File: src/hdl/aisc_pkg.sv
// Register map, field layout and carrier types of the input select block
package aisc_pkg;
	localparam int AISC_AW = 4;
	localparam int AISC_DW = 16;
	// Register indices
	localparam logic [3:0] AISC_IDX_DEPTH = 4'h0;
	localparam logic [3:0] AISC_IDX_TRIO  = 4'h1;
	localparam logic [3:0] AISC_IDX_CH0   = 4'h2;
	localparam logic [3:0] AISC_IDX_SCANH = 4'h3;
	localparam logic [3:0] AISC_IDX_SCANL = 4'h4;
	localparam logic [3:0] AISC_IDX_PINH  = 4'h5;
	localparam logic [3:0] AISC_IDX_PINL  = 4'h6;
	localparam logic [3:0] AISC_IDX_MODE  = 4'h7;
	localparam logic [3:0] AISC_IDX_STAT  = 4'h8;
	// Field positions
	localparam int AISC_TRIO_POS_A = 0;
	localparam int AISC_TRIO_NEG_A = 1;
	localparam int AISC_TRIO_POS_B = 8;
	localparam int AISC_TRIO_NEG_B = 9;
	localparam int AISC_CH0_POS_A  = 0;
	localparam int AISC_CH0_NEG_A  = 7;
	localparam int AISC_CH0_POS_B  = 8;
	localparam int AISC_CH0_NEG_B  = 15;
	localparam int AISC_MODE_12B   = 0;
	localparam int AISC_MODE_ALT   = 1;
	localparam int AISC_MODE_SCAN  = 2;
	localparam int AISC_MODE_ORDER = 3;
	// Implemented-bit masks and reset value
	localparam logic [15:0] AISC_DEPTH_MASK = 16'h0007;
	localparam logic [15:0] AISC_TRIO_MASK  = 16'h0707;
	localparam logic [15:0] AISC_CH0_MASK   = 16'h9F9F;
	localparam logic [15:0] AISC_MODE_MASK  = 16'h000F;
	localparam logic [15:0] AISC_RST_VAL    = 16'h0000;
	localparam logic [4:0]  AISC_TOP_INPUT  = 5'h1F;

	// Input routing handed to the multiplexers
	typedef struct packed {
		logic       slotB;
		logic [4:0] ch0Pos;
		logic       ch0PosToLowRef;
		logic       ch0PosToGround;
		logic       ch0NegToAn1;
		logic       trioPosHigh;
		logic [1:0] trioNeg;
	} aisc_route_t;
endpackage
File: src/hdl/aisc_input_select.sv
// Converter front-end input selection, scan and pin configuration block
//
// Functional notes
// [RULE1] - depth code gives two-power words per input
// [RULE2] - depth in bits 2:0, rest read zero
// [RULE3] - slot B trio negative: 11,10, 0x reference
// [RULE4] - slot A trio negative decodes like slot B
// [RULE5] - trio positive bit picks AN3-5 or AN0-2
// [RULE6] - twelve-bit mode hides trio fields as zero
// [RULE7] - slot A first negative: AN1 or reference
// [RULE8] - slot B first negative at bit 15, same
// [RULE9] - slot A first positive equals input index
// [RULE10] - slot B first positive bits 12:8, same
// [RULE11] - 32 scan mask bits over two registers
// [RULE12] - missing scanned input converts low reference
// [RULE13] - pin digital bit grounds mux, enables reads
// [RULE14] - pin bits always writable, missing ones ignored; the second converter drops high pin writes
// [RULE15] - second converter: inputs 0-15, no high pins
// [RULE16] - fields reset zero, unimplemented bits read zero
// [RULE17] - mode bit picks twelve-bit single channel
// [RULE18] - alternate sample swaps slot A and B
// [RULE19] - scan steps first positive in slot A
// [RULE20] - scatter address from input index and depth
// [RULE21] - writes to unimplemented bits are ignored
// [RULE22] - scan ascends and wraps to lowest selected
//
// The register offsets and the address-and-strobe port were left to the implementer.
`timescale 1ns/10ps
`default_nettype none
module aisc_input_select
	import aisc_pkg::*;
#(
	parameter int NUM_INPUTS       = 32,
	parameter bit SECOND_CONVERTER = 1'b0
) (
	// Clock and reset
	input  wire logic                clk_sys,
	input  wire logic                sys_rst,
	// Register port
	input  wire logic [AISC_AW-1:0]  regAddr,
	input  wire logic [AISC_DW-1:0]  regWrData,
	input  wire logic                regWr,
	input  wire logic                regRd,
	output logic      [AISC_DW-1:0]  regRdData,
	// Sequencing core
	input  wire logic                sampleDone,
	input  wire logic [11:0]         orderAddr,
	output logic      [11:0]         dmaAddr,
	output logic      [7:0]          dmaWordsPerInput,
	output logic                     twelveBitMode,
	// Multiplexers and port pins
	output aisc_route_t              route,
	output logic      [31:0]         pinDigitalSelect
);
	// Inputs present on this converter
	localparam int EFF_INPUTS =
		(SECOND_CONVERTER && NUM_INPUTS > 16) ? 16 : NUM_INPUTS; // [RULE15]
	localparam logic [31:0] PRESENT =
		(EFF_INPUTS >= 32) ? 32'hFFFFFFFF :
		((32'h1 << EFF_INPUTS) - 32'h1);

	typedef struct packed {
		logic [15:0] depth;
		logic [15:0] trio;
		logic [15:0] ch0;
		logic [31:0] scanMask;
		logic [31:0] pinMask;
		logic [15:0] mode;
		logic [4:0]  scanPtr;
		logic        slotB;
		logic [15:0] rdData;
		aisc_route_t route;
		logic [11:0] dmaAddr;
	} aisc_state_t;

	aisc_state_t st;
	aisc_state_t next_st;

	// Next selected input strictly after the given one, wrapping
	function automatic logic [4:0] nextSelected(
		input logic [31:0] mask,
		input logic [4:0]  from
	);
		logic [4:0] idx;
		logic       found;
		nextSelected = from;
		found = 1'b0;
		for (int k = 1; k <= 32; k++) begin
			idx = from + k[4:0];
			if (!found && mask[idx]) begin
				nextSelected = idx;
				found = 1'b1;
			end
		end
	endfunction

	logic        mode12;
	logic        altEn;
	logic        scanEn;
	logic        inOrder;
	logic [15:0] trioVisible;
	logic        useB;
	logic [4:0]  posSel;
	logic        negSel;
	logic        trioPos;
	logic [1:0]  trioNegSel;
	logic [4:0]  curInput;
	logic [11:0] scatter;

	always_comb begin
		next_st = st;
		mode12  = st.mode[AISC_MODE_12B];
		altEn   = st.mode[AISC_MODE_ALT];
		scanEn  = st.mode[AISC_MODE_SCAN];
		inOrder = st.mode[AISC_MODE_ORDER];
		// Hidden, not cleared: leaving the mode restores the fields
		trioVisible = mode12 ? 16'h0000 : st.trio; // [RULE6]

		// Register writes, unimplemented bits dropped
		if (regWr) begin
			unique case (regAddr)
				AISC_IDX_DEPTH:
					next_st.depth = regWrData & AISC_DEPTH_MASK; // [RULE2] [RULE21]
				AISC_IDX_TRIO: begin
					if (!mode12) begin
						next_st.trio = regWrData & AISC_TRIO_MASK; // [RULE6] [RULE21]
					end
				end
				AISC_IDX_CH0:
					next_st.ch0 = regWrData & AISC_CH0_MASK; // [RULE21]
				AISC_IDX_SCANH:
					next_st.scanMask[31:16] = regWrData; // [RULE11] [RULE12]
				AISC_IDX_SCANL:
					next_st.scanMask[15:0] = regWrData; // [RULE11]
				AISC_IDX_PINH: begin
					if (!SECOND_CONVERTER) begin
						next_st.pinMask[31:16] = regWrData; // [RULE14] [RULE15]
					end
				end
				AISC_IDX_PINL:
					next_st.pinMask[15:0] = regWrData; // [RULE14]
				AISC_IDX_MODE:
					next_st.mode = regWrData & AISC_MODE_MASK; // [RULE21]
				default: begin
				end
			endcase
		end

		// Read data, valid the cycle after the strobe
		next_st.rdData = 16'h0000;
		if (regRd) begin
			unique case (regAddr)
				AISC_IDX_DEPTH: next_st.rdData = st.depth; // [RULE2]
				AISC_IDX_TRIO:  next_st.rdData = trioVisible; // [RULE6]
				AISC_IDX_CH0:   next_st.rdData = st.ch0;
				AISC_IDX_SCANH: next_st.rdData = st.scanMask[31:16];
				AISC_IDX_SCANL: next_st.rdData = st.scanMask[15:0];
				AISC_IDX_PINH:
					next_st.rdData = SECOND_CONVERTER ?
						16'h0000 : st.pinMask[31:16]; // [RULE15]
				AISC_IDX_PINL:  next_st.rdData = st.pinMask[15:0];
				AISC_IDX_MODE:  next_st.rdData = st.mode;
				AISC_IDX_STAT:
					next_st.rdData = {9'h000, st.slotB, 1'b0, st.scanPtr};
				default:        next_st.rdData = 16'h0000; // [RULE16]
			endcase
		end

		// Sample slot and scan pointer
		useB = altEn && st.slotB; // [RULE18]
		if (!altEn) begin
			next_st.slotB = 1'b0; // [RULE18]
		end else if (sampleDone) begin
			next_st.slotB = !st.slotB; // [RULE18]
		end
		if (!scanEn) begin
			// Park on the lowest selected input; empty mask keeps pointer
			if (st.scanMask != 32'h00000000) begin
				next_st.scanPtr = nextSelected(st.scanMask, AISC_TOP_INPUT);
			end
		end else if (sampleDone && !useB) begin
			next_st.scanPtr = nextSelected(st.scanMask, st.scanPtr); // [RULE22]
		end

		// First channel selection
		if (useB) begin
			posSel = st.ch0[AISC_CH0_POS_B +: 5]; // [RULE10]
			negSel = st.ch0[AISC_CH0_NEG_B]; // [RULE8]
			trioPos = trioVisible[AISC_TRIO_POS_B]; // [RULE5]
			trioNegSel = trioVisible[AISC_TRIO_NEG_B +: 2]; // [RULE3]
		end else begin
			posSel = scanEn ? st.scanPtr :
				st.ch0[AISC_CH0_POS_A +: 5]; // [RULE9] [RULE19]
			negSel = st.ch0[AISC_CH0_NEG_A]; // [RULE7]
			trioPos = trioVisible[AISC_TRIO_POS_A]; // [RULE5]
			trioNegSel = trioVisible[AISC_TRIO_NEG_A +: 2]; // [RULE4]
		end
		curInput = posSel;
		next_st.route.slotB = useB;
		next_st.route.ch0Pos = posSel;
		// Missing inputs convert the low reference
		next_st.route.ch0PosToLowRef = !PRESENT[posSel]; // [RULE12]
		next_st.route.ch0PosToGround =
			PRESENT[posSel] && st.pinMask[posSel]; // [RULE13] [RULE14]
		next_st.route.ch0NegToAn1 = negSel; // [RULE7] [RULE8]
		// Codes 0x both select the reference
		next_st.route.trioPosHigh = trioPos; // [RULE5]
		next_st.route.trioNeg = trioNegSel[1] ?
			trioNegSel : 2'b00; // [RULE3] [RULE4]

		// Scatter base: input index times words per input
		scatter = 12'({7'h00, curInput} << st.depth[2:0]); // [RULE1] [RULE20]
		next_st.dmaAddr = inOrder ? orderAddr : scatter; // [RULE20]

		if (sys_rst) begin
			next_st = '0; // [RULE16]
		end
	end

	always_ff @(posedge clk_sys) begin
		st <= next_st;
	end

	assign regRdData = st.rdData;
	assign dmaAddr = st.dmaAddr;
	assign dmaWordsPerInput = 8'(8'h01 << st.depth[2:0]); // [RULE1]
	assign twelveBitMode = st.mode[AISC_MODE_12B]; // [RULE17]
	assign route = st.route;
	// Absent pins stay analog so they cannot disturb anything
	assign pinDigitalSelect = st.pinMask & PRESENT; // [RULE13] [RULE14]
endmodule
`default_nettype wire

File: config.mk
export PLATFORM = sky130hd
export DESIGN_NAME = aisc_input_select
export DESIGN_NICKNAME = d
export VERILOG_FILES = /design/src/hdl/aisc_pkg.sv /design/src/hdl/aisc_input_select.sv
export SDC_FILE = /design/constraint.sdc
export NUM_CORES = 1
export LEC_CHECK = 0
export ABC_AREA = 1
export BUFFER_PORTS_ARGS = -buffer_cell sky130_fd_sc_hd__buf_2
export CORE_MARGIN = 3
export CORE_UTILIZATION = 40
export CTS_CLUSTER_DIAMETER = 60
export DETAILED_ROUTE_END_ITERATION = 10
export PLACE_DENSITY = 0.66
export SLEW_MARGIN = 0
export SYNTH_ARGS = -nofsm -noshare
export SYNTH_HDL_FRONTEND = slang
export SYNTH_SLANG_ARGS = --single-unit
File: constraint.sdc
create_clock -name clk_sys -period 5.8 [get_ports clk_sys]
set_clock_uncertainty 0.1 [all_clocks]
set_input_delay 0.29 -clock clk_sys [delete_from_list [all_inputs] [get_ports clk_sys]]
set_output_delay 0.29 -clock clk_sys [all_outputs]
set_load 0.02 [all_outputs]
== After elaboration in Yosys (flattened, before gate mapping) ==
Memories as Yosys holds them, arrays and structs flattened.
Index checks and enable logic that the tools add are counted.
Operators by class
  eq/ne operators: 11
  magnitude comparators: 33
  bitwise gates (word level): 4
  mux-type cells: 329
  add/sub/neg operators: 31
  shift-type cells: 2
  reductions and logical operators: 145
Operator list (number)
  2-to-1 mux 5 bit: 69
  2-to-1 mux 1 bit: 222
  < comparator 5 x 6 -> 1 bit (second input constant): 33
  binary-select mux 1 bit (select 5 bit): 33
  case mux 16 bit (9 select lines): 1
  adder 5 bit (second input constant): 16
  logical AND 1 bit: 65
  zero test 1 bit: 65
  adder 5 x 4 -> 5 bit (second input constant): 8
  != test 32 x 1 -> 1 bit (second input constant): 1
  nonzero test 32 bit: 1
  adder 5 x 3 -> 5 bit (second input constant): 4
  == test 4 x 3 -> 1 bit (second input constant): 4
  AND reduction 2 bit: 7
  2-to-1 mux 12 bit: 1
  left shift 5 x 3 -> 12 bit: 1
  2-to-1 mux 11 bit: 1
  adder 5 x 2 -> 5 bit (second input constant): 2
  == test 4 x 2 -> 1 bit (second input constant): 2
  left shift 1 x 3 -> 8 bit (first input constant): 1
  OR reduction 2 bit: 3
  adder 5 x 1 -> 5 bit (second input constant): 1
  == test 4 x 1 -> 1 bit (second input constant): 1
  == test 4 bit (second input constant): 1
  8 further kinds: 12
Word-level totals
  output and inout bits: 81
  memory bits (read-only): 32
  bits of input ports: 37
  bits in registers: 135
  memories kept: 1
  logic and storage cells: 576
Memory list
  (no name shown): depth 32, bits a word 1, rd ports 1, clocked after memory_dff 0, write ports 0, line aisc_input_select.sv:204  | PRESENT[posSel] && st.pinMask[posSel];

== Depth between registers and ports, before layout ==
Gate-level depths: netlist of run 1.
  depth after elaboration: 161
  gate-level depth with buffers: 51
  mapped depth without buffers: 47

== Worst setup path after synthesis of run 1 ==
OpenSTA, ideal clock, no wires.
  path type: register to register
  start point: reg st[43] (netlist name)
  end point: reg st[43] (netlist name)
  data required time: 5.583 ns
  buffers on the path: 3
  period minus slack after synthesis: 4.920 ns
  cell stages (with the launch flop): 40
  path slack: 0.880 ns
  library setup time: 0.117 ns
  arrival: 4.703 ns
  cell sequence: dfxtp_1 buf_4 inv_1 clkbuf_1 ha_1 clkbuf_1 nand3_1 nand3_1 nand3_1 nand2_2 nor2_4 nand4_4 nor2_4 nand4_2 nor2_4 nand2_2 nor2_4 nand2_2 [4 not listed] nor2_8 nand3_4 nor2_4 nand2_2 nor2_4 nand2_2 nor2_2 nand2_1 nor2_4 nand2_2 nor2_4 nand3b_1 nand3_2 inv_2 nand2_1 nand2_1 nand2_1 a21oi_1
On the way
  word-level cells in the longest chain between the ends: 160
  elaborated cells between the ends (all ways): 287
  classes of those cells: 31 x add/sub; 2 x eq/ne; 191 x mux; 63 x reduce/logical
Ends and longest elaborated chain
  start, declared: line aisc_input_select.sv:76  | aisc_state_t st;
  start signal, assigned: line aisc_input_select.sv:221  | st <= next_st;
  adder 5 x 1 -> 5 bit: line aisc_input_select.sv:89  | idx = from + k[4:0];
  binary-select mux 1 bit (select 5 bit): line aisc_input_select.sv:90  | if (!found && mask[idx]) begin
  2-to-1 mux 1 bit (implied by the code): line aisc_input_select.sv:90
  2-to-1 mux 1 bit: line aisc_input_select.sv:90
  2-to-1 mux 1 bit: line aisc_input_select.sv:181  | end else if (sampleDone && !useB) begin
  2-to-1 mux 1 bit: line aisc_input_select.sv:176  | if (!scanEn) begin
  zero test 1 bit: line aisc_input_select.sv:90
  logical AND 1 bit: line aisc_input_select.sv:90
  [144 not listed]
  logical AND 1 bit: line aisc_input_select.sv:90
  2-to-1 mux 1 bit: line aisc_input_select.sv:90
  2-to-1 mux 1 bit: line aisc_input_select.sv:181
  2-to-1 mux 1 bit: line aisc_input_select.sv:176
  zero test 1 bit: line aisc_input_select.sv:90
  logical AND 1 bit: line aisc_input_select.sv:90
  != test 2 bit (no source line)
  AND reduction 4 bit (no source line)
Several ways; a longest one is shown, not always the timed one. The select of a mux whose other input is x is not followed.
A chain may end at the register's enable or synchronous reset.

== Final worst setup path of run 1 ==
  start point: reg st[43] (netlist name)
  end point: reg st[42] (netlist name)
The elaborated chain is that of the path after synthesis.

==> flow_summary.ini, run 1 <==
[grt]
overflow = 0
use_met3_pct = 4.620
use_met1_pct = 37.59
grt_use_met2_pct = 44.65
grt_pass1_vias = 11350
top_usage_layer = met2
grt_start_max_net_pins = 90
grt_use_total_pct = 28.01
antenna_found_initial = 0
grt_pass1_wl_mm = 64.63

[clock_network]
clock_path_buffers = 2
clk_latency_ns = 0.42
cts-buffers-inserted = 17
clk_pin_slew_ns = 0.06
post_cts_buffers = 0
clock-root-buffer = clkbuf_16
cts_resized = 0
htree_levels = 4
hold_buffers = 0
cts_tree = done
clock-sinks = 134

[setup_path]
cp_max_fo = 14
cp.arrival_ns = 5.54
end_kind = flip-flop
cp_slowest_cell = xor2_1
required_ns = 6.02
worst-path-buf-inv = 4
critical_path.top_delay_family = simple AND/OR/NAND/NOR gates
crit_top_cell = nor2_4
setup.worst_path.class = reg -> reg
critPathLaunchType = flip-flop
critical-path-max-stage-delay_ns = 0.55

[hold_path]
hold_path_class = in -> reg

[layout]
nets = 1854
diodes = 0
area_growth_pct = 8.475
drive_gt1_share_pct = 13.04
nFillCells = 2847

[synth]
synth.distinct_cells = 57
synth_edf_count = 0
syn_nets = 1841
yosysTopAreaCellShare_pct = 24.56
ys_warn_count = 0
synth_compound_area_share_pct = 22.16
synthFlopType = dfxtp_1
synth_fa_ha_area_share_pct = 1.489
synthArstFlopShare_pct = 0
yosysSeqAreaShare_pct = 24.56
yosys.area_share.simple_pct = 33.24
synth_top_family_by_area = simple AND/OR/NAND/NOR gates
synth_area_leaders = dfxtp_1, nand2_1, nand3_1
synth_seq_cells = 134
synthMuxAreaShare_pct = 0.2749
avgSynthCellArea_um2 = 6.100
synth-xor-area-share_pct = 2.279
synth_area_um2 = 10920
synth_largest_area_cell = dfxtp_1
postSynthCellCount = 1791

[pwr]
ir_worst_vdd_uv = 196.7
p_per_area_nw_per_um2 = 440.0
static-leakage-power_nw = 5.329

[detailed_routing]
drt-total-wl_mm = 41.54
drt-wirelength-per-cell_um = 19.30
drtPass1Iterations = 7
dr_total_vias = 12370
antenna_left = 0
viasPerCell = 5.749
drt-initial-drc-count = 1452
drc = 0

[die]
core_area_um2 = 26430
fp.dieH_um = 171.3
initial_core_util_pct = 41.34
rows = 59
die_w_um = 171.3
ios = 118
dieArea_um2 = 29330

[sta]
final.period_utilization_pct = 91.84
fin_tns_setup_ns = 0
slew_headroom_pct = 13.42
hold_viol = 0
setup_viol = 0
slew_viol_final = 0
rsz0062_at_grt = no
worst_slew_pin_slew_ns = 1.299
period_minus_slack_ns = 5.327
fmax_mhz = 187.7
timing.hold.ws_ns = 0.01182

[place]
place.gp.congestion = 1.058
port_buffers = 116
dp_hpwl_mm = 32.47

[job]
maxCapViolCount = 0

[run_status]
status = completed
per-stage QoR:
step | cell area [µm²] | std cells | setup WS (ns) | utilization (%) | power (mW)
after CTS | 11840 | 2152 | 0.4028 | 44.78 | 5.137
final | 11850 | 2152 | 0.4734 | 44.84 | 5.214
after global routing | 11850 | 2152 | 0.0003486 | 44.84 | 5.592
after detailed placement | 11240 | 2120 | 0.4300 | 42.52 | 4.044
after global placement | 11240 | 2120 | 0.5472 | 42.52 | 4.047
after floorplan | 10920 | 1791 | 0.8803 | - | 3.173
worst paths after layout:
kind | from | end | slack [ns] | cells past startpoint
max reg2reg | st[43] | st[42] | 0.47 | 36
min reg2reg | st[144] | st[144] | 0.36 | 2
max | st[43] | st[42] | 0.47 | 36
min | orderAddr[0] | dmaAddr[0] | 0.01 | 3
per-layer routing:
metal | share of wire (%) | vias to the layer above
li1 | - | 5949
met1 | 42 | 5659
met2 | 44 | 645
met3 | 9.3 | 118
met4 | 4.9 | 0
met5 | 0 | -
synth_stat cells, drive strengths merged (23+ instances only):
cell,number
dfxtp,134
o21ai,171
nand3,239
nor3,24
clkbuf,51
nor2,134
inv,222
buf,97
a21oi,161
nand2,385
a31oi,23
o22ai,29
state kept, by name, summed over array words and instances (netlist names):
name	flops
pinDigitalSelect	32
scanEn	1
altEn	1
route	11
regRdData	16
st	59
dmaAddr	12
inOrder	1
twelveBitMode	1
worst register-to-register path, delay by kind of cell, from the launching register on:
family                   cells  cell delay [ns]
XOR/XNOR                     1             0.55
adder cells (fa/ha/maj)      1             0.28
flip-flops                   1             0.31
AND/OR/NAND/NOR             28             3.20
AO/OA/AOI/OAI                2             0.26
buffers and inverters        4             0.54
cell families after synthesis:
family          after synthesis
compound gates              436
xor+xnor                     22
fa+ha+maj                    13
buf+inv                     373
flops                       134
mux                           3
other cells                   1
simple gates                809
cell usage in the layout, fill, tap and decap left out, types with 12 or more instances in the layout:
master / n
a21oi_1: 160
buf_2: 116
xor2_1: 12
o21ai_0: 160
nand4_1: 13
nor2_1: 119
ha_1: 12
buf_4: 26
dfxtp_1: 132
clkbuf_16: 17
nand3_1: 235
a221oi_1: 12
a31oi_1: 22
inv_1: 205
o22ai_1: 29
nand2_1: 374
nor3_1: 24
o211ai_1: 18
inv_2: 15
power breakdown:
group          total (mW)  switching, mW  internal, mW
Clock                1.10          0.435         0.660
Combinational        3.14           2.23         0.909
Sequential          0.981         0.0342         0.947
layout make-up:
cell class,instances,area [µm²],share of cell area (%)
Clock buffer,19,452.9,3.822
Clock inverter,13,145.1,1.225
Inverter,225,862.1,7.275
Multi-Input combinational cell,1284,6510,54.94
Sequential cell,134,2685,22.66
Tap cell,335,419.2,3.537
Timing Repair Buffer,142,775.7,6.546
(Power assumes the default switching activity.)
==> inputs of run 2 (changes only) <==
- ABC_AREA: 1 -> default
- PLACE_DENSITY: 0.66 -> 0.65
==> run 2 against run 1 <==
Against the previous run:
- setup slack got worse by 0.19 ns
- largest power group unchanged
- critical path depth fell by 19
- count of clock-buffer cells in the layout did not move
- register-to-register slack got worse by 0.19 ns
- non-clock buffer count rose by 69
==> flow_summary.ini, run 2 <==
[place]
dp_cells = 1995
dpl_cell_area_um2 = 13620
place.gp.congestion = 1.005
pre_cts_ws_ns = 0.4503
port_buffers = 116
dp_hpwl_mm = 39.78

[clock_network]
cts_resized = 0
clk_latency_ns = 0.43
clk_pin_slew_ns = 0.07
clock-sinks = 134
cts_tree = done
clock_path_buffers = 2
cts-buffers-inserted = 17
clock-root-buffer = clkbuf_16
htree_levels = 4

[synth]
synthMuxAreaShare_pct = 27.10
ys_warn_count = 0
synth_edf_count = 0
synth.most_common_cell = nand2_1
synth_compound_area_share_pct = 19.63
synth_top_family_by_area = multiplexers
synth_area_um2 = 12950
yosysSeqAreaShare_pct = 20.72
synth_fa_ha_area_share_pct = 1.256
syn_nets = 1640
synth_seq_cells = 134
synth.distinct_cells = 87
synthArstFlopShare_pct = 0
synthTopCellsByCount = nand2_1, a21oi_1, dfxtp_1
synth_area_leaders = dfxtp_1, mux4_2, nand2_1
synth-xor-area-share_pct = 2.155
synthFlopType = dfxtp_1
avgSynthCellArea_um2 = 8.144
yosysTopAreaCellShare_pct = 20.72
yosys.area_share.simple_pct = 19.39
postSynthCellCount = 1590
synth_largest_area_cell = dfxtp_1

[layout]
area_growth_pct = 9.730
largest_reg_flops = 59
regMostFlops = st
nFillCells = 3138
final_common_cell = nand2_1
final_cell_mix = nand2_1, a21oi_1, dfxtp_1, buf_2, nor2_1
post-route-util_pct = 44.80
fin_cells = 2031
drive_gt1_share_pct = 24.94
nets = 1665
fin_area_um2 = 14210

[setup_path]
cp.arrival_ns = 5.73
end_kind = flip-flop
required_ns = 6.01
critical-path-max-stage-delay_ns = 0.57
reg2reg_from = st[42]
critical_path.cell_chain = buf_4 -> ha_1 -> xor2_1 -> buf_4 -> mux4_2 -> o22ai_1 -> a211o_1 -> buf_4 -> or3_1 -> nor3_1 -> buf_4 -> a2111oi_0 -> buf_4 -> o221ai_2 -> a21oi_1 -> nor2_1 -> a211oi_1
rr_worst_depth = 17
crit_top_cell = buf_4
critPathLaunchType = flip-flop
setup.worst_path.class = reg -> reg
r2r-end = st[41]
cp_slowest_cell = o22ai_1
cp_max_fo = 25
r2r_slack_ns = 0.28

[sta]
worst_slew_pin_slew_ns = 1.110
rsz0062_at_grt = no
setup_viol = 0
fin_ws_ns = 0.2798
final.period_utilization_pct = 95.18
slew_headroom_pct = 25.72
period_minus_slack_ns = 5.520
slew_viol_final = 0
hold_viol = 0
fmax_mhz = 181.2
fin_tns_setup_ns = 0

[die]
initial_core_util_pct = 40.82
ios = 118
die_w_um = 185.9
fp.dieH_um = 185.9
rows = 65
core_area_um2 = 31720
dieArea_um2 = 34570

[detailed_routing]
dr_total_vias = 13300
drt-total-wl_mm = 53.08
wirelength_met1_mm = 20.69
wl_met3_mm = 6.034
drt-initial-drc-count = 1732
drt-wirelength-per-cell_um = 26.14
drtPass1Iterations = 6
viasPerCell = 6.550
wl_met2_mm = 23.59
antenna_left = 0
top_layer_used = met4
drc = 0

[hold_path]
hold_depth = 3
hold_path_class = in -> reg
min_to = dmaAddr[0]
min-delay-start = orderAddr[0]

[grt]
grt_pass1_wl_mm = 79.25
grt_pass1_vias = 12620
overflow = 0
antenna_found_initial = 1
grt_start_max_net_pins = 99
grt_use_total_pct = 30.21

[pwr]
static-leakage-power_nw = 5.514
p_per_area_nw_per_um2 = 441.5
ir_worst_vdd_uv = 293.0

[run_status]
status = completed

[job]
maxCapViolCount = 0
-- run 2: area by class of cell --
type / instances / area (µm²) / share of cell area, %
Multi-Input combinational cell: 1213 / 9014 / 63.44
Sequential cell: 134 / 2688 / 18.92
Timing Repair Buffer: 211 / 1304 / 9.176
Tap cell: 402 / 503.0 / 3.540
Clock buffer: 19 / 442.9 / 3.117
Inverter: 38 / 145.1 / 1.021
Clock inverter: 13 / 110.1 / 0.7749
Antenna cell: 1 / 2.502 / 0.01761
-- run 2: routing by layer --
| layer | track usage [%] | up-vias |
|---|---|---|
| li1 | - | 5862 |
| met1 | 39.72 | 6380 |
| met2 | 47.42 | 880 |
| met3 | 7.172 | 181 |
| met4 | 13.38 | 0 |
| met5 | 0 | - |
-- run 2: timing repair --
action / in CTS / in global routing
hold endpoints to repair: 3 / 0
hold buffers: 3 / 0
buffers inserted: 0 / 0
-- run 2: critical path, delay by kind of cell, from the launching register on --
kind,cells,cell delay [ns]
multiplexers,1,0.56
flip-flops,1,0.37
AND/OR/NAND/NOR,3,0.45
XOR/XNOR,1,0.26
buffers and inverters,5,1.32
AO/OA/AOI/OAI,6,2.06
adder cells (fa/ha/maj),1,0.28
-- run 2: report_power, final --
part / total, mW / switching, mW / internal (mW)
Clock: 1.05 / 0.477 / 0.572
Combinational: 4.22 / 2.60 / 1.62
Sequential: 1.00 / 0.0550 / 0.948
-- run 2: worst max-delay path by stage --
| stage | startpoint | to | slack [ns] | cells past startpoint |
|---|---|---|---|---|
| floorplan | st[42] | st[44] | 0.29 | 19 |
| global placement | st[41] | st[42] | 0.51 | 13 |
| detailed placement | st[41] | st[42] | 0.45 | 13 |
| CTS | st[41] | st[42] | 0.42 | 13 |
| global route | st[41] | st[42] | 0.07 | 13 |
| finish | st[42] | st[41] | 0.28 | 17 |
-- run 2: cells by family (layout without fill, tap and decap cells) --
| group | Yosys count | in the layout |
|---|---|---|
| simple gates | 547 | 547 |
| other cells | 1 | 2 |
| mux | 238 | 238 |
| buf+inv | 243 | 281 |
| xor+xnor | 31 | 31 |
| compound gates | 383 | 383 |
| fa+ha+maj | 13 | 13 |
| flops | 134 | 134 |
-- run 2: per-stage QoR --
stage / hold slack, ns / power, mW
global route: 0.03047 / 6.515
finish: 0.01703 / 6.272
global placement: 0.3563 / 5.148
CTS: 0.003841 / 6.160
floorplan: 0.3260 / 3.699
detailed placement: 0.3649 / 5.110
